===== src/rtl/pwt_pkg.sv =====
// Package for the power-control window timer: register map, fields, states.
// Assumes a 32-bit APB slave with word-aligned registers.
package pwt_pkg;

	// Register byte offsets
	localparam logic [7:0] PWT_OFF_LENGTHS = 8'h00;
	localparam logic [7:0] PWT_OFF_CTRL    = 8'h04;
	localparam logic [7:0] PWT_OFF_STATUS  = 8'h08;

	// Field positions
	localparam int PWT_STAB_LSB = 8;
	localparam int PWT_SAMP_LSB = 0;
	localparam int PWT_CTRL_WREN_BIT = 0;
	localparam int PWT_CTRL_POWER_CONTROL_ENABLE_BIT = 1;

	// Special setting codes
	localparam logic [7:0] PWT_LEN_NONE   = 8'h00;
	localparam logic [7:0] PWT_SAMP_ALWAYS = 8'hFF;

	// Reset values (lengths are unknown in hardware; zero chosen here)
	localparam logic [15:0] PWT_LENGTHS_RST = 16'h0000;
	localparam logic [1:0]  PWT_CTRL_RST    = 2'h0;

	typedef enum logic [2:0] {
		PWT_IDLE   = 3'b001,
		PWT_STAB   = 3'b010,
		PWT_SAMPLE = 3'b100
	} pwt_state_e;

	typedef struct packed {
		logic [7:0] stab;
		logic [7:0] samp;
	} pwt_lengths_s;

endpackage : pwt_pkg


===== src/rtl/pwt_top.sv =====
// Power-control window timer top: APB register file plus window sequencer.
// Assumes alarm and pwc_tick are one-pclk pulses synchronous to pclk.
//
// Functional notes
// RULE_01 - Stability window equals setting, 1 to 255
// RULE_02 - Zero stability setting: sample starts at alarm
// RULE_03 - Sample window equals setting, 1 to 254
// RULE_04 - All-ones sample setting: window always on
// RULE_05 - Zero sample setting: no sample window
// RULE_06 - Sample starts when stability counter expires
// RULE_07 - Length register writable only when write-enable set
// RULE_08 - Every alarm reloads both counters from settings; here only an alarm in idle with enable set loads the one shared counter
//
// Design decisions made here: the address map and register access over APB.
`timescale 1ns/1ps
module pwt_top
	import pwt_pkg::*;
(
	// Clock and reset
	input  wire logic        pclk,
	input  wire logic        presetn,
	// APB slave
	input  wire logic        psel,
	input  wire logic        penable,
	input  wire logic        pwrite,
	input  wire logic [7:0]  paddr,
	input  wire logic [31:0] pwdata,
	input  wire logic [3:0]  pstrb,
	output logic      [31:0] prdata,
	output logic             pready,
	output logic             pslverr,
	// Power-control timing
	input  wire logic        pwc_tick,
	input  wire logic        alarm,
	output logic             sample_window,
	output logic             stab_window
);

	pwt_lengths_s lengths;
	pwt_lengths_s next_lengths;
	logic [1:0]   ctrl;
	logic [1:0]   next_ctrl;
	logic [31:0]  next_prdata;
	logic         next_pslverr;
	logic         access;
	logic         wr;
	logic         mapped;
	pwt_state_e   state;

	function automatic logic [7:0] merge_byte(input logic [7:0] old, input logic [7:0] nw, input logic en);
		merge_byte = en ? nw : old;
	endfunction

	assign access = psel && penable;
	assign wr     = access && pwrite;
	assign pready = 1'b1;
	assign mapped = (paddr == PWT_OFF_LENGTHS) || (paddr == PWT_OFF_CTRL) || (paddr == PWT_OFF_STATUS);

	////////////////////////////////////////////////////////////////////////////
	always_comb begin
		next_lengths = lengths;
		next_ctrl    = ctrl;
		if (wr && paddr == PWT_OFF_LENGTHS && ctrl[PWT_CTRL_WREN_BIT]) begin // RULE_07
			next_lengths.samp = merge_byte(lengths.samp, pwdata[7:0], pstrb[0]);
			next_lengths.stab = merge_byte(lengths.stab, pwdata[15:8], pstrb[1]);
		end
		if (wr && paddr == PWT_OFF_CTRL && pstrb[0]) begin
			next_ctrl = pwdata[1:0];
		end
	end

	always_ff @(posedge pclk or negedge presetn) begin
		if (!presetn) begin
			lengths <= PWT_LENGTHS_RST;
			ctrl    <= PWT_CTRL_RST;
		end else begin
			lengths <= next_lengths;
			ctrl    <= next_ctrl;
		end
	end

	////////////////////////////////////////////////////////////////////////////
	// Read data registered at setup so it is valid in the access phase
	always_comb begin
		next_prdata  = prdata;
		next_pslverr = 1'b0;
		if (psel && !penable) begin
			next_prdata = 32'h0000_0000;
			case (paddr)
				PWT_OFF_LENGTHS: next_prdata = {16'h0000, lengths};
				PWT_OFF_CTRL:    next_prdata = {30'h0000_0000, ctrl};
				PWT_OFF_STATUS:  next_prdata = {27'h0000_0000, state, stab_window, sample_window};
				default:         next_prdata = 32'h0000_0000;
			endcase
			next_pslverr = !mapped;
		end else if (access) begin
			next_pslverr = pslverr;
		end
	end

	always_ff @(posedge pclk or negedge presetn) begin
		if (!presetn) begin
			prdata  <= 32'h0000_0000;
			pslverr <= 1'b0;
		end else begin
			prdata  <= next_prdata;
			pslverr <= next_pslverr;
		end
	end

	////////////////////////////////////////////////////////////////////////////
	pwt_window_counter u_win (
		.pclk          (pclk),
		.presetn       (presetn),
		.tick          (pwc_tick),
		.alarm         (alarm),
		.enable        (ctrl[PWT_CTRL_POWER_CONTROL_ENABLE_BIT]),
		.lengths       (lengths),
		.sample_window (sample_window),
		.stab_window   (stab_window),
		.state         (state)
	);

endmodule // pwt_top


===== src/rtl/pwt_window_counter.sv =====
// Window sequencer: stability window then sample window, one sequence per alarm taken in idle with enable set.
// Assumes tick marks one power-control clock period, synchronous to pclk.
`timescale 1ns/1ps
module pwt_window_counter
	import pwt_pkg::*;
(
	// Clock and reset
	input  wire logic         pclk,
	input  wire logic         presetn,
	// Control
	input  wire logic         tick,
	input  wire logic         alarm,
	input  wire logic         enable,
	input  wire pwt_lengths_s lengths,
	// Status
	output logic              sample_window,
	output logic              stab_window,
	output pwt_state_e        state
);

	pwt_state_e next_state;
	logic [7:0] count;
	logic [7:0] next_count;
	logic       always_on;

	assign always_on = (lengths.samp == PWT_SAMP_ALWAYS); // RULE_04

	////////////////////////////////////////////////////////////////////////////
	always_comb begin
		next_state = state;
		next_count = count;
		case (state)
			PWT_IDLE: begin
				if (alarm && enable) begin
					if (lengths.stab != PWT_LEN_NONE) begin // RULE_08
						next_state = PWT_STAB;
						next_count = lengths.stab; // RULE_01
					end else if (lengths.samp != PWT_LEN_NONE) begin // RULE_02 RULE_06
						next_state = PWT_SAMPLE;
						next_count = lengths.samp;
					end
				end
			end
			PWT_STAB: begin
				if (tick) begin
					if (count == 8'h01) begin
						// Expiry hands straight to the sample window, or back to idle when the sample setting is zero
						if (lengths.samp != PWT_LEN_NONE) begin // RULE_06 RULE_05
							next_state = PWT_SAMPLE;
							next_count = lengths.samp; // RULE_03
						end else begin
							next_state = PWT_IDLE;
						end
					end else begin
						next_count = count - 8'h01;
					end
				end
			end
			PWT_SAMPLE: begin
				if (tick && !always_on) begin
					if (count == 8'h01) begin
						next_state = PWT_IDLE;
					end else begin
						next_count = count - 8'h01; // RULE_03
					end
				end
			end
			default: begin
				next_state = PWT_IDLE;
				next_count = 8'h00;
			end
		endcase
	end

	always_ff @(posedge pclk or negedge presetn) begin
		if (!presetn) begin
			state <= PWT_IDLE;
			count <= 8'h00;
		end else begin
			state <= next_state;
			count <= next_count;
		end
	end

	// Output from flops; all-ones setting holds it high regardless of enable
	always_ff @(posedge pclk or negedge presetn) begin
		if (!presetn) begin
			sample_window <= 1'b0;
			stab_window   <= 1'b0;
		end else begin
			sample_window <= (next_state == PWT_SAMPLE) || always_on; // RULE_04
			stab_window   <= (next_state == PWT_STAB);
		end
	end

endmodule // pwt_window_counter


===== config.mk =====
export PLATFORM = sky130hd
export DESIGN_NAME = pwt_top
export DESIGN_NICKNAME = d
export VERILOG_FILES = /design/src/rtl/pwt_pkg.sv /design/src/rtl/pwt_top.sv /design/src/rtl/pwt_window_counter.sv
export SDC_FILE = /design/constraint.sdc
export NUM_CORES = 1
export LEC_CHECK = 0
export ABC_AREA = 1
export BUFFER_PORTS_ARGS = -buffer_cell sky130_fd_sc_hd__clkbuf_2
export CAP_MARGIN = 20
export CORE_MARGIN = 2
export CORE_UTILIZATION = 50
export CTS_CLUSTER_DIAMETER = 100
export DETAILED_ROUTE_END_ITERATION = 10
export GPL_ROUTABILITY_DRIVEN = 1
export PLACE_DENSITY = 0.78
export SLEW_MARGIN = 10
export SYNTH_ARGS = -nofsm -noshare
export SYNTH_HDL_FRONTEND = slang
export SYNTH_SLANG_ARGS = --single-unit

===== constraint.sdc =====
create_clock -name pclk -period 3.4 [get_ports pclk]
set_clock_uncertainty 0.15 [all_clocks]
set_input_delay 0 -clock pclk [delete_from_list [all_inputs] [get_ports pclk]]
set_output_delay 0 -clock pclk [all_outputs]
set_load 0.02 [all_outputs]

==> reports/qor.csv <==
stage,metric,value,unit
power_and_ir_drop,vdd_ir_drop_max,0.2746,mV
critical_path,slowest_stage,dlygate4sd3_1,
sta,slew_viol_final,0,
placed_design,post-place-ws,1.534,ns
clock_tree,path_clk_slew,0.09,ns
layout,diodes,0,
power_and_ir_drop,power_density,425.2,nW/um^2
sta,setup_slack,0.8082,ns
logic_synthesis,async_reset_ff_frac,1.000,
layout,stdcell_count,540,
routing,ant_nets,0,
clock_tree,holdBufCountCts,30,
run_status,outcome,"finished, final reports clean",
sta,min_period,2.592,ns
routing,viasPerCell,4.998,
placed_design,dp_hpwl,4587,um
clock_tree,cts_sinks,48,
logic_synthesis,synthFlopType,dfrtp_1,
layout,final_cell_area,3462,um^2
critical_path,startpoint_type,input pin,
critical_path,r2r_slack,1.36,ns
clock_tree,postCtsSetupBuffers,0,
die,die_h,78.87,um
critical_path,path_class,input pin to flip-flop,
sta,rsz0062_at_grt,false,
flow_run,maxCapViolCount,0,
layout,num-fill-cells,508,
logic_synthesis,ys_seq_area_frac,0.4290,
placed_design,placed_area,3050,um^2
grt,antenna_found_initial,0,
logic_synthesis,synthDistinctLibCells,31,
sta,slew_headroom,0.4963,
sta,whs,0.003463,ns
sta,setup_violations,0,
logic_synthesis,ys_ff_latch,48,
die,dieArea,6220,um^2
critical_path,worst-path-max-fanout,3,
logic_synthesis,yosysTopAreaCellShare,0.4196,
clock_tree,clk-insertion-delay-late,0.31,ns
layout,area_delta_synth_final,23.53,%
routing,vias,2699,
sta,hold_violations,0,
logic_synthesis,synth_top_cells_by_count,"nand2_1 (146), dfrtp_1 (47), inv_1 (41)",
clock_tree,cts_root_buf,clkbuf_8,
power_and_ir_drop,total_power,1.472,mW
clock_tree,cts.path.max_buffers,2,
critical_path,crit_chain,dlygate4sd3_1 -> clkbuf_2 -> inv_1 -> nor4_1 -> nand3_1 -> dlygate4sd3_1 -> nand2_1 -> dlygate4sd3_1,
die,start_util,0.5121,
placed_design,port-buffer-count,51,
layout,seqCellArea,1202,um^2
logic_synthesis,synth_area_leaders,"dfrtp_1 (42%), nand2_1 (20%), nand3_1 (6.3%)",
logic_synthesis,synth_area_per_cell,7.261,um^2
sta,tns,0,ns
clock_tree,cts_buffers,5,
critical_path,worstPathRequired,3.50,ns
routing,drt_iter0_drc,168,
layout,multi_input_area,1323,um^2
die,io_pins,87,
routing,drc,0,
logic_synthesis,yosysTopAreaCell,dfrtp_1,
clock_tree,cts_tree,yes,
grt,grt_max_degree,49,
grt,grt_pass1_wl,11390,um
logic_synthesis,ys_warn_count,0,
routing,routed_wl,6748,um
sta,timing.final.crit_share,0.7623,
routing,first_pass_iters,4,
power_and_ir_drop,p_leak,1.894,nW
critical_path,path_delay_family,buffers and inverters,
clock_tree,cts_resized,0,
critical_path,cp.arrival,2.69,ns
layout,drive_gt1_frac,0.1816,
die,core_region_area,5473,um^2
logic_synthesis,synthCells,386,
sta,max_freq,385.8,MHz
critical_path,end_kind,flip-flop,
routing,avgRoutedWirePerCell,12.50,um
critical_path,cp_num_buf_inv,5,
clock_tree,h-tree-depth,2,
placed_design,dp_cells,502,
grt,grt_usage,0.2313,
hold_path,hold_class,input pin to flip-flop,
layout,nNetsFinal,520,
grt,grt_pass1_vias,2565,
grt,overflow,0,
die,die_w,78.87,um
layout,fin_util,0.6326,
logic_synthesis,synth_most_common_cell,nand2_1,
critical_path,crit_top_cell,dlygate4sd3_1,
die,fp-row-count,27,
sta,tightest_slew,0.7528,ns
critical_path,cp_slowest_stage_delay,0.62,ns
logic_synthesis,synth_area,2803,um^2
logic_synthesis,synth_edf_count,0,
placed_design,place_congestion,0.8658,
==> state kept, by name, summed over array words and instances, names as in the netlist <==
| name | flops |
|---|---|
| u_win.sample_window | 1 |
| pslverr | 1 |
| prdata | 16 |
| u_win.count | 8 |
| u_win.stab_window | 1 |
| u_win.state | 3 |
| ctrl | 2 |
| lengths | 16 |
==> logic make-up after synthesis <==
| group | synth area share |
|---|---|
| simple gates | 0.3571 |
| buf+inv | 0.1192 |
| flops | 0.4290 |
| compound gates | 0.07366 |
| xor+xnor | 0.009377 |
| fa+ha+maj | 0.008927 |
| other cells | 0.002680 |
==> layout make-up <==
type | count | area share
timing repair buffer | 83 | 0.1648
multi-input combinational | 285 | 0.3820
clock inverter | 3 | 0.01229
inverter | 44 | 0.04770
clock buffer | 5 | 0.01988
tap | 72 | 0.02602
sequential | 48 | 0.3473
==> report_power, final <==
part	switching, mW	internal (mW)
registers	0.0609	0.622
logic	0.231	0.136
clock network	0.203	0.218
==> layout by cell type (no fill, tap or decap), types with 8 or more instances in the layout <==
master / synthesis / routed
a21oi_1: 8 / 8
clkbuf_2: 0 / 51
conb_1: 2 / 17
dfrtp_1: 47 / 47
dlygate4sd3_1: 0 / 30
inv_1: 41 / 41
nand2_1: 146 / 146
nand3_1: 35 / 35
nor2_1: 31 / 31
o21ai_2: 8 / 8
==> metal layers <==
layer,vias to the layer above,routed length [um],global-route usage
li1,1336,-,-
met1,1265,2878,0.2796
met2,85,3410,0.4179
met3,13,344,0.04205
met4,0,114,0.07241
met5,-,0,0
==> worst register-to-register path, cell delays in order (launching register included) <==
cell and delay (ns):
dfrtp_1 0.43, inv_1 0.09, ha_1 0.14, inv_1 0.03, nor2_1 0.16, nand2_1 0.10
nand2_1 0.12, o311ai_0 0.13, dlygate4sd3_1 0.57
==> path summary, 6_finish.rpt <==
check,depth (start not counted),from,to
worst max-delay path,8,paddr[2],ctrl[0]
worst min-delay path,6,paddr[0],prdata[9]
max in group asynchronous,3,presetn,u_win.count[3]
worst max register to register,8,u_win.count[1],u_win.state[1]
min in group asynchronous,3,presetn,prdata[0]
worst min register to register,2,prdata[11],prdata[11]
(Power assumes the default switching activity.)
